==> config.mk <==
export PLATFORM = sky130hd
export DESIGN_NAME = rl_bank
export DESIGN_NICKNAME = d
export VERILOG_FILES = /design/src/rl_pkg.sv /design/src/rl_chan.sv /design/src/rl_bank.sv
export VERILOG_INCLUDE_DIRS = /design/src
export SDC_FILE = /design/constraint.sdc
export NUM_CORES = 1
export LEC_CHECK = 0
export BUFFER_PORTS_ARGS = -buffer_cell sky130_fd_sc_hd__buf_2
export CORE_ASPECT_RATIO = 1.1
export CORE_MARGIN = 2
export CORE_UTILIZATION = 54
export CTS_CLUSTER_DIAMETER = 60
export DETAILED_ROUTE_END_ITERATION = 6
export PLACE_DENSITY_LB_ADDON = 0.1
export REMOVE_ABC_BUFFERS = 1
export SLEW_MARGIN = 10
export SYNTH_ARGS = -nofsm -noshare
export SYNTH_HDL_FRONTEND = slang
export SYNTH_SLANG_ARGS = --single-unit
==> constraint.sdc <==
create_clock -name clk -period 5 [get_ports clk]
set_input_delay 0.5 -clock clk [delete_from_list [all_inputs] [get_ports clk]]
set_output_delay 0.5 -clock clk [all_outputs]
set_load 0.02 [all_outputs]
==> src/rl_cfg.svh <==
// Register indices, field positions, masks and scale constants of the regulator bank
`ifndef RL_CFG_SVH
`define RL_CFG_SVH
// Register indices; byte address is four times the index
`define RL_IDX_A_CTRL  16'h407a
`define RL_IDX_A_ON    16'h407b
`define RL_IDX_A_SLP   16'h407c
`define RL_IDX_B_CTRL  16'h407d
`define RL_IDX_B_ON    16'h407e
`define RL_IDX_B_SLP   16'h407f
`define RL_IDX_C_CTRL  16'h4080
`define RL_IDX_C_ON    16'h4081
`define RL_IDX_C_SLP   16'h4082
`define RL_IDX_D_CTRL  16'h4083
`define RL_IDX_D_ON    16'h4084
`define RL_IDX_D_SLP   16'h4085
`define RL_IDX_STAT    16'h4090
`define RL_IDX_MASK    16'h4091
`define RL_NREG        12
// Field positions
`define RL_ERR_ACT_LSB  14
`define RL_HWC_SRC_LSB  11
`define RL_HWC_VSEL_BIT 10
`define RL_HWC_MODE_LSB 8
`define RL_FLT_BIT      7
`define RL_SWI_BIT      6
`define RL_SLOT_LSB     13
`define RL_MODE_BIT     8
`define RL_VSEL_LSB     0
// Writable bits; the rest read as zero
`define RL_CTRL_WMASK  16'hdfc0
`define RL_CFG_WMASK   16'he11f
`define RL_REG_RST     16'h0000
// Output voltage scale in mV
`define RL_MV_BASE     12'h3e8
`define RL_MV_FINE     12'h032
`define RL_MV_KNEE     12'h6a4
`define RL_MV_COARSE   12'h064
`define RL_KNEE_CODE   5'h0d
`endif

==> src/rl_pkg.sv <==
// Types shared by the regulator bank and its channel slice
package rl_pkg;
  typedef enum logic [2:0] {
    RL_OFF   = 3'b001,
    RL_ON    = 3'b010,
    RL_SLEEP = 3'b100
  } rl_st_t;
  typedef struct packed {
    logic [15:0] ctrl;
    logic [15:0] on;
    logic [15:0] slp;
  } rl_cfg_t;
  typedef struct packed {
    logic       up;
    logic       down;
    logic [2:0] slot;
  } rl_seq_t;
  typedef struct packed {
    logic        en;
    logic        lowp;
    logic        dis;
    logic        swi;
    logic [4:0]  vcode;
    logic [11:0] mv;
  } rl_out_t;
endpackage

==> src/rl_chan.sv <==
// One regulator channel: sequencing state and output settings
`timescale 1ns/100ps
`include "rl_cfg.svh"
module rl_chan (
  input  wire logic            clk,
  input  wire logic            resetn,
  input  wire rl_pkg::rl_cfg_t cfg,
  input  wire rl_pkg::rl_seq_t seq,
  input  wire logic            hw1,
  input  wire logic            hw2,
  input  wire logic            uv_evt,
  output rl_pkg::rl_out_t      out_q,
  output logic                 rst_q
);
  rl_pkg::rl_st_t st_q;
  logic [2:0] on_slot, sslot, tgt;
  logic [1:0] act, src, hmode;
  logic       hw_asg, hw_pin, hwc, slp_dis, use_slp, en, uv_shut;
  logic [4:0] vc;

  assign on_slot = cfg.on[`RL_SLOT_LSB +: 3];
  assign sslot   = cfg.slp[`RL_SLOT_LSB +: 3];
  assign act     = cfg.ctrl[`RL_ERR_ACT_LSB +: 2];
  assign src     = cfg.ctrl[`RL_HWC_SRC_LSB +: 2];
  assign hmode   = cfg.ctrl[`RL_HWC_MODE_LSB +: 2];
  assign hw_asg  = (on_slot[2:1] == 2'b11);
  assign hw_pin  = on_slot[0] ? hw2 : hw1;
  assign hwc     = (src[0] & hw1) | (src[1] & hw2);
  assign slp_dis = (sslot != 3'b000) && (sslot[2:1] != 2'b11);
  assign uv_shut = uv_evt && (act == 2'b01);

  // Sleep target slot: 000/110/111 give 5/3/1, 001..101 give 5..1
  always_comb begin
    unique case (sslot)
      3'b000:  tgt = 3'd5;
      3'b110:  tgt = 3'd3;
      3'b111:  tgt = 3'd1;
      default: tgt = 3'd6 - sslot;
    endcase
  end

  always_ff @(posedge clk or negedge resetn) begin
    if (!resetn) begin
      st_q <= rl_pkg::RL_OFF;
    end else if (uv_shut) begin
      st_q <= rl_pkg::RL_OFF;
    end else begin
      unique case (st_q)
        rl_pkg::RL_OFF: begin
          if (hw_asg ? hw_pin : (seq.up && on_slot != 3'b000 && seq.slot == on_slot))
            st_q <= rl_pkg::RL_ON;
        end
        rl_pkg::RL_ON: begin
          if (hw_asg && !hw_pin)
            st_q <= rl_pkg::RL_OFF;
          else if (seq.down && seq.slot == tgt)
            // A hardware-enabled channel only enters its sleep condition
            st_q <= (slp_dis && !hw_asg) ? rl_pkg::RL_OFF : rl_pkg::RL_SLEEP;
        end
        rl_pkg::RL_SLEEP: begin
          if (hw_asg && !hw_pin)
            st_q <= rl_pkg::RL_OFF;
          else if (seq.up)
            st_q <= rl_pkg::RL_ON;
        end
        default: st_q <= rl_pkg::RL_OFF;
      endcase
    end
  end

  assign en      = (st_q != rl_pkg::RL_OFF) && !(hwc && hmode == 2'b01);
  assign use_slp = hwc ? cfg.ctrl[`RL_HWC_VSEL_BIT] : (st_q == rl_pkg::RL_SLEEP);
  assign vc      = use_slp ? cfg.slp[`RL_VSEL_LSB +: 5] : cfg.on[`RL_VSEL_LSB +: 5];

  always_ff @(posedge clk or negedge resetn) begin
    if (!resetn) begin
      out_q <= '0;
    end else begin
      out_q.en    <= en;
      out_q.vcode <= vc;
      out_q.swi   <= cfg.ctrl[`RL_SWI_BIT];
      out_q.dis   <= !en && !cfg.ctrl[`RL_FLT_BIT];
      if (hwc)
        out_q.lowp <= (hmode == 2'b11) ? cfg.on[`RL_MODE_BIT] : 1'b1;
      else if (st_q == rl_pkg::RL_SLEEP)
        out_q.lowp <= cfg.slp[`RL_MODE_BIT];
      else
        out_q.lowp <= cfg.on[`RL_MODE_BIT];
      if (vc < `RL_KNEE_CODE)
        out_q.mv <= `RL_MV_BASE + 12'(vc) * `RL_MV_FINE;
      else
        out_q.mv <= `RL_MV_KNEE + 12'(vc - `RL_KNEE_CODE) * `RL_MV_COARSE;
    end
  end

  always_ff @(posedge clk or negedge resetn) begin
    if (!resetn)
      rst_q <= 1'b0;
    else
      rst_q <= uv_evt && (act == 2'b10);
  end

  AST_UV_SHUT: assert property (@(posedge clk) disable iff (!resetn)
    uv_shut |=> st_q == rl_pkg::RL_OFF ##1 !out_q.en) else $error("uv did not shut");
  AST_SLP_DIS: assert property (@(posedge clk) disable iff (!resetn)
    st_q == rl_pkg::RL_ON && !uv_shut && !hw_asg && slp_dis && seq.down && seq.slot == tgt
    |=> st_q == rl_pkg::RL_OFF) else $error("sleep disable missed");
  AST_SLP_KEEP: assert property (@(posedge clk) disable iff (!resetn)
    st_q == rl_pkg::RL_ON && !uv_shut && !hw_asg && !slp_dis && seq.down && seq.slot == tgt
    |=> st_q == rl_pkg::RL_SLEEP) else $error("sleep transition missed");
  AST_HW_SLEEP: assert property (@(posedge clk) disable iff (!resetn)
    st_q == rl_pkg::RL_ON && !uv_shut && hw_asg && hw_pin && seq.down && seq.slot == tgt
    |=> st_q == rl_pkg::RL_SLEEP) else $error("hw channel not asleep");
  AST_ON_SLOT: assert property (@(posedge clk) disable iff (!resetn)
    st_q == rl_pkg::RL_OFF && !uv_shut && !hw_asg && seq.up && on_slot == 3'b000
    |=> st_q == rl_pkg::RL_OFF) else $error("slot 000 enabled");
  AST_SLP_MODE: assert property (@(posedge clk) disable iff (!resetn)
    st_q == rl_pkg::RL_SLEEP && !hwc |=> out_q.lowp == $past(cfg.slp[`RL_MODE_BIT]))
    else $error("sleep mode wrong");
  AST_UV_RST: assert property (@(posedge clk) disable iff (!resetn)
    rst_q |-> $past(uv_evt) && $past(act) == 2'b10) else $error("stray reset");
  COV_SLEEP: cover property (@(posedge clk) disable iff (!resetn)
    st_q == rl_pkg::RL_ON ##1 st_q == rl_pkg::RL_SLEEP);
  COV_WAKE: cover property (@(posedge clk) disable iff (!resetn)
    st_q == rl_pkg::RL_SLEEP ##1 st_q == rl_pkg::RL_ON);
endmodule

==> src/rl_bank.sv <==
// Regulator bank top: AHB-Lite registers, undervoltage interrupts, four channels
//
// How it works
// - ON code: 50mV steps, then 100mV
// - Separate 5-bit sleep code, same scale
// - Sleep codes 000/110/111 transition at 5/3/1
// - Sleep codes 001..101 disable in 5..1
// - Hardware-enabled: those codes pick sleep slot
// - Sleep mode bit: 0 normal, 1 low-power
// - Undervoltage: ignore, shut, reset; always sets status, interrupts only if its mask bit is set
// - Hardware control source: none, 1, 2, either
// - Hardware control picks voltage and mode
// - ON slot: never, slot 1..5, hw enable
//
// The implementer's own choice: the AHB-Lite slave port.
`timescale 1ns/100ps
`include "rl_cfg.svh"
module rl_bank #(
  parameter int NCH = 4
) (
  input  wire logic                  clk,
  input  wire logic                  resetn,
  input  wire logic                  hsel,
  input  wire logic [31:0]           haddr,
  input  wire logic [1:0]            htrans,
  input  wire logic                  hwrite,
  input  wire logic [2:0]            hsize,
  input  wire logic [31:0]           hwdata,
  input  wire logic                  hready,
  output logic [31:0]                hrdata,
  output logic                       hreadyout,
  output logic                       hresp,
  input  wire rl_pkg::rl_seq_t       seq,
  input  wire logic                  hw_en1,
  input  wire logic                  hw_en2,
  input  wire logic [NCH-1:0]        uv_fault,
  output rl_pkg::rl_out_t [NCH-1:0]  ch_out,
  output logic                       rst_req,
  output logic                       irq
);
  // ==========================================================
  // Elaboration check
  if (NCH != 4) begin : g_bad
    $error("rl_bank serves exactly four channels");
  end

  // ==========================================================
  // AHB-Lite address phase
  logic        take;
  logic        a_ok;
  logic        wr_q;
  logic        rd_q;
  logic [15:0] aidx_q;
  logic        rdy_q;
  logic [31:0] rdata_q;

  // Only whole aligned words below the index space are mapped
  assign take = hsel && hready && htrans[1];
  assign a_ok = (haddr[31:18] == 14'h0000) && (haddr[1:0] == 2'b00)
                && (hsize == 3'b010);

  always_ff @(posedge clk or negedge resetn) begin
    if (!resetn) begin
      wr_q   <= 1'b0;
      rd_q   <= 1'b0;
      aidx_q <= 16'h0000;
    end else if (hready) begin
      wr_q   <= take && hwrite && a_ok;
      rd_q   <= take && !hwrite;
      aidx_q <= a_ok ? haddr[17:2] : 16'hffff;
    end else begin
      rd_q   <= 1'b0;
    end
  end

  // ==========================================================
  // Register file
  logic [15:0] regs_q [`RL_NREG];
  logic [15:0] wmask  [`RL_NREG];
  logic [NCH-1:0] stat_q;
  logic [NCH-1:0] mask_q;
  logic [NCH-1:0] uv_prev_q;
  logic [NCH-1:0] uv_evt;

  always_comb begin
    for (int i = 0; i < `RL_NREG; i++) begin
      wmask[i] = (i % 3 == 0) ? `RL_CTRL_WMASK : `RL_CFG_WMASK;
    end
  end

  // All channels share one layout, so one loop serves them
  always_ff @(posedge clk or negedge resetn) begin
    if (!resetn) begin
      for (int i = 0; i < `RL_NREG; i++) begin
        regs_q[i] <= `RL_REG_RST;
      end
    end else if (wr_q) begin
      for (int i = 0; i < `RL_NREG; i++) begin
        if (aidx_q == `RL_IDX_A_CTRL + 16'(i))
          regs_q[i] <= hwdata[15:0] & wmask[i];
      end
    end
  end

  // ==========================================================
  // Undervoltage events and interrupt
  assign uv_evt = uv_fault & ~uv_prev_q;

  always_ff @(posedge clk or negedge resetn) begin
    if (!resetn)
      uv_prev_q <= '0;
    else
      uv_prev_q <= uv_fault;
  end

  // A new event wins over a write-one-to-clear in the same cycle
  always_ff @(posedge clk or negedge resetn) begin
    if (!resetn) begin
      stat_q <= '0;
    end else begin
      if (wr_q && aidx_q == `RL_IDX_STAT)
        stat_q <= (stat_q & ~hwdata[NCH-1:0]) | uv_evt;
      else
        stat_q <= stat_q | uv_evt;
    end
  end

  always_ff @(posedge clk or negedge resetn) begin
    if (!resetn)
      mask_q <= '0;
    else if (wr_q && aidx_q == `RL_IDX_MASK)
      mask_q <= hwdata[NCH-1:0];
  end

  always_ff @(posedge clk or negedge resetn) begin
    if (!resetn)
      irq <= 1'b0;
    else
      irq <= |(stat_q & mask_q);
  end

  // ==========================================================
  // Read path: one wait state so read data comes from a flop
  logic [31:0] rmux;

  always_comb begin
    rmux = 32'h0000_0000;
    for (int i = 0; i < `RL_NREG; i++) begin
      if (aidx_q == `RL_IDX_A_CTRL + 16'(i))
        rmux[15:0] = regs_q[i];
    end
    if (aidx_q == `RL_IDX_STAT)
      rmux[NCH-1:0] = stat_q;
    if (aidx_q == `RL_IDX_MASK)
      rmux[NCH-1:0] = mask_q;
  end

  always_ff @(posedge clk or negedge resetn) begin
    if (!resetn) begin
      rdy_q   <= 1'b1;
      rdata_q <= 32'h0000_0000;
    end else if (rd_q) begin
      rdy_q   <= 1'b1;
      rdata_q <= rmux;
    end else if (take && !hwrite) begin
      // Drop ready at the address edge so the data phase waits for the flop
      rdy_q   <= 1'b0;
    end
  end

  assign hrdata    = rdata_q;
  assign hreadyout = rdy_q;
  // Every transfer completes OKAY; unmapped words read zero
  assign hresp     = 1'b0;

  // ==========================================================
  // Channel slices
  logic [NCH-1:0] rst_vec;

  for (genvar c = 0; c < NCH; c++) begin : g_ch
    rl_pkg::rl_cfg_t cfg;
    assign cfg.ctrl = regs_q[3*c];
    assign cfg.on   = regs_q[3*c+1];
    assign cfg.slp  = regs_q[3*c+2];
    rl_chan u_chan (
      .clk    (clk),
      .resetn (resetn),
      .cfg    (cfg),
      .seq    (seq),
      .hw1    (hw_en1),
      .hw2    (hw_en2),
      .uv_evt (uv_evt[c]),
      .out_q  (ch_out[c]),
      .rst_q  (rst_vec[c])
    );
  end

  always_ff @(posedge clk or negedge resetn) begin
    if (!resetn)
      rst_req <= 1'b0;
    else
      rst_req <= |rst_vec;
  end

  // ==========================================================
  // Checks
  AST_RD_WAIT: assert property (@(posedge clk) disable iff (!resetn)
    take && !hwrite |=> !hreadyout ##1 hreadyout)
    else $error("read wait state wrong");
  AST_HI_ZERO: assert property (@(posedge clk) disable iff (!resetn)
    hreadyout |-> hrdata[31:16] == 16'h0000)
    else $error("upper read bits not zero");
  AST_UV_IRQ: assert property (@(posedge clk) disable iff (!resetn)
    uv_evt[0] && mask_q[0] && !(wr_q && aidx_q == `RL_IDX_MASK) |=> ##1 irq)
    else $error("undervoltage raised no interrupt");
  AST_SET_WINS: assert property (@(posedge clk) disable iff (!resetn)
    |uv_evt |=> (stat_q & $past(uv_evt)) == $past(uv_evt))
    else $error("event lost under clear");
  AST_MV_TOP: assert property (@(posedge clk) disable iff (!resetn)
    ch_out[1].vcode == 5'h1f |-> ch_out[1].mv == 12'hdac)
    else $error("top code not 3.50V");
  AST_MV_KNEE: assert property (@(posedge clk) disable iff (!resetn)
    ch_out[2].vcode == 5'h0c |-> ch_out[2].mv == 12'h640)
    else $error("code 0Ch not 1.60V");
  AST_HWC_OFF: assert property (@(posedge clk) disable iff (!resetn)
    hw_en1 && regs_q[0][12:8] == 5'b01001 |=> !ch_out[0].en)
    else $error("hw control off ignored");
  AST_SLP_CODE: assert property (@(posedge clk) disable iff (!resetn)
    !$past(hw_en1) && !$past(hw_en2) && $past(g_ch[0].u_chan.st_q) == rl_pkg::RL_SLEEP
    |-> ch_out[0].vcode == $past(regs_q[2][4:0]))
    else $error("sleep code not applied");
  AST_RST_REQ: assert property (@(posedge clk) disable iff (!resetn)
    uv_evt[0] && regs_q[0][15:14] == 2'b10 |=> ##1 rst_req)
    else $error("reset action missing");
  COV_IRQ: cover property (@(posedge clk) disable iff (!resetn) $rose(irq));
  COV_WR_RD: cover property (@(posedge clk) disable iff (!resetn)
    wr_q ##1 rd_q);
  COV_RST: cover property (@(posedge clk) disable iff (!resetn) rst_req);
endmodule

==> reports/summary.txt <==
Status -> complete, no violations
Vert. Die Dim -> 188 um
Largest net degree at the start of global routing -> 114
Maximum root-to-sink buffer count -> 3
Starting Density -> 54.8%
F_max -> 201 MHz
First-pass GRT wire length -> 71.9 mm
Final period util -> 99.3%
Synth Area in Adders -> 14.6%
Sequence of cells on the critical path -> a22oi_2 > mux2i_1 > buf_4 > mux2_4 > ha_4 > nand2_1 > mux2i_1 > or2_4 > xnor2_2 > ha_1 > ha_4 > inv_2 > fa_1 > inv_2 > ha_4 > o21a_1 > nor2_2 > xnor2_1 > or3_1 > or4_1 > nand3_1
Measured slew at the worst slew-check pin -> 1.07 ns
Core Util, Final -> 67.2%
Synth cell count leaders -> dfrtp_1, ha_1, mux2_2
Crit-path max FO -> 3
Largest family of logic cells by synthesized area -> adder cells
Clock tree sinks -> 252
Clk_lat worst skew -> 0.58 ns
Synth top area cells -> dfrtp_1, ha_1, mux2_2
Clock Power Share -> 23.1%
Post-synthesis simple-gate area fraction -> 11.7%
Register area share after synthesis -> 37.8%
IO Port Bufs -> 164
Sw frac -> 36.6%
Register Area -> 6310 um^2
CTS tree -> yes
P_sw -> 3230 uW
Setup crit start kind -> register
RSZ-0062 raised after global routing -> true
Vias -> 13700
Compound-Gate Fraction of Synth Area -> 14.2%
CP max-delay cell -> fa_1
Final hold vios -> 0
Core ar. -> 30400 um^2
Initial antenna violation count -> 2
Final Skew -> 0.0386 ns
Largest stage delay, worst path -> 0.55 ns
Worst hold margin -> 0.0463 ns
Synth warn -> 0
Fillers -> 2428
WS Path Type -> register to register
Power per standard cell area -> 432 nW/um^2
Crit path time final -> 4.96 ns
Fin nets -> 2214
IO Pins -> 205
Ratio of cells with drive above 1 in the final layout -> 29.7%
Comb power frac -> 49.2%
Maximum vdd drop -> 512 uV
Area of the multi-input gates -> 10000 um^2
Final Max Slew Viols -> 0
Post-route antenna net violation count -> 0
Mux contribution to synthesized area -> 10.9%
1st-pass router iterations -> 6
Int Pwr -> 5610 uW
DRT Wirelength -> 44.6 mm
Root Buffer -> clkbuf_16
Die Footprint -> 32300 um^2
Sequential share of power -> 27.7%
Die width -> 172 um
Synth Area per Inst -> 10.3 um^2
Distinct cells, synth -> 81
Critical path capture point type -> register
Post-synth top flop -> dfrtp_1
Total power -> 8850 uW
Final setup fails -> 0
Grt total ovfl -> 0
CTS Buf Count -> 28
Initial DRC count -> 868
RePlAce Congestion -> 0.902
Post-route DRC -> 0
Worst path bufs/invs -> 3
GRT Overall Usage -> 27.9%
Critical path's top delay family -> adder cells
Drt wl/cell -> 18.7 um
Most used cell along the critical path -> ha_4
Clock Pin Slew Worst Setup and Hold Paths -> 0.06 ns
Leading area contributor after synthesis -> dfrtp_1
Worst min path class -> input port to register
Synth Area in XOR/XNOR -> 6.25%
CP Data Required Time -> 5.48 ns
Max Cap Violations -> 0
DP HPWL -> 33.2 mm
CP arrival -> 5.45 ns
Most frequent cell after synthesis -> dfrtp_1
Synth Instances -> 1620
Yosys reg bits -> 252
Max-slew headroom -> 28.5%
Mapped Area -> 16700 um^2
Area share of the largest cell type after synthesis -> 37.0%
Post-synth EDFFs -> 0
Vias in the first global route -> 13700
Post-synth ARST share -> 100%
DR vias/cell -> 5.73
H-tree depth -> 1
Cell Rows -> 67
Area growth from synthesis to layout -> 22.6%
Static leakage -> 0.00965 uW
[cell families (layout without fill, tap and decap cells)]
group                      after synthesis  in the layout
and+or+nand+nor                        381            381
buffers and inverters                  176            504
muxes                                  163            163
other                                    1             24
adders and majority gates              180            180
AOI/OAI and AO/OA                      348            348
xor gates and xnor gates               119            119
DFF                                    252            252
[routing by layer]
| layer | routed length (um) | share of wire (%) | up-vias | global-route usage (%) |
|---|---|---|---|---|
| met1 | 18800 | 42 | 6674 | 37.8 |
| met4 | 1500 | 3.4 | 0 | 9.00 |
| met5 | 0 | 0 | - | 0 |
| met2 | 21000 | 47 | 471 | 44.7 |
| li1 | - | - | 6428 | - |
| met3 | 3270 | 7.3 | 100 | 6.01 |
[power groups by stage]
stage / sequential [uW] / clock [uW] / combinational [uW]
floorplan: 2680 / 0 / 2430
global placement: 2480 / 0 / 4020
detailed placement: 2480 / 0 / 4090
CTS: 2450 / 2070 / 4140
global route: 2480 / 2150 / 4840
finish: 2450 / 2040 / 4350
[through the flow]
step                      cell area, um^2  setup WS [ns]  instances  setup TNS (ns)
final                               20500         0.0365       2385               0
after global routing                20500         -0.152       2384          -0.193
after CTS                           20000        0.00683       2370               0
after detailed placement            19000         -0.312       2319          -0.726
after global placement              19000         -0.212       2319          -0.484
after floorplan                     16500         -0.709       1581           -1.21
[layout by cell type, fill, tap and decap left out, drive strengths merged, types with 21 or more instances in the layout]
cell,count
conb,22
dfrtp,247
nand2b,24
a21o,21
mux2i,44
nand2,98
nor2b,27
ha,156
a21oi,91
nor3,25
fa,24
o21ai,58
nand3,24
mux2,119
inv,118
xnor2,89
xor2,30
nor2,95
clkbuf,40
buf,336
[sequential cells by signal (all words and copies together), names as in the netlist]
register / cells
aidx_q: 16
g_ch.cfg: 108
g_ch.u_chan.out_q: 80
g_ch.u_chan.rst_q: 4
g_ch.u_chan.st_q: 12
hrdata: 15
hreadyout: 1
irq: 1
mask_q: 4
rd_q: 1
rst_req: 1
stat_q: 4
uv_prev_q: 4
wr_q: 1
[worst reg2reg max path, cell delays in order (launching register included)]
cell and delay (ns):
dfrtp_2 0.45, a22oi_2 0.25, mux2i_1 0.21, buf_4 0.18, mux2_4 0.33, ha_4 0.17
nand2_1 0.07, mux2i_1 0.09, or2_4 0.29, xnor2_2 0.15, ha_1 0.34, ha_4 0.28
inv_2 0.03, fa_1 0.55, inv_2 0.05, ha_4 0.26, o21a_1 0.12, nor2_2 0.04
xnor2_1 0.12, or3_1 0.32, or4_1 0.48, nand3_1 0.08
[worst paths after layout]
path                                        startpoint                            endpoint  slack, ns  cells after the start
max in group asynchronous                       resetn         g_ch[0].cfg[20]$_DFFE_PN0P_       3.18                      3
min in group asynchronous                       resetn  g_ch[2].u_chan.out_q[15]$_DFF_PN0_       0.50                      2
setup / recovery           g_ch[1].cfg[43]$_DFFE_PN0P_  g_ch[1].u_chan.out_q[11]$_DFF_PN0_       0.04                     21
hold reg to reg            g_ch[1].cfg[38]$_DFFE_PN0P_  g_ch[1].u_chan.out_q[17]$_DFF_PN0_       0.41                      0
setup reg to reg           g_ch[1].cfg[43]$_DFFE_PN0P_  g_ch[1].u_chan.out_q[11]$_DFF_PN0_       0.04                     21
hold / removal                             uv_fault[1]              uv_prev_q[1]$_DFF_PN0_       0.05                      1
[cell type report]
type                    instances  share of cell area (%)
multi-input cells            1213                    49.1
clock buffers                  39                    4.02
well taps                     414                    2.53
flip-flops and latches        252                    30.9
repair buffers                338                    10.9
diodes                          2                  0.0245
clock inverters                11                   0.495
inverters                     116                    2.13
[repair_timing]
item / in CTS / in global routing
setup buffers: 0 / 12
cloned: 0 / 1
endpoints found under the hold margin: 74 / 0
hold buffers: 1 / 0
setup endpoints to repair: 1 / 4
resized for setup: 5 / 70
pin swaps: 3 / 41
Note: power is estimated with default switching activity, not from simulation.
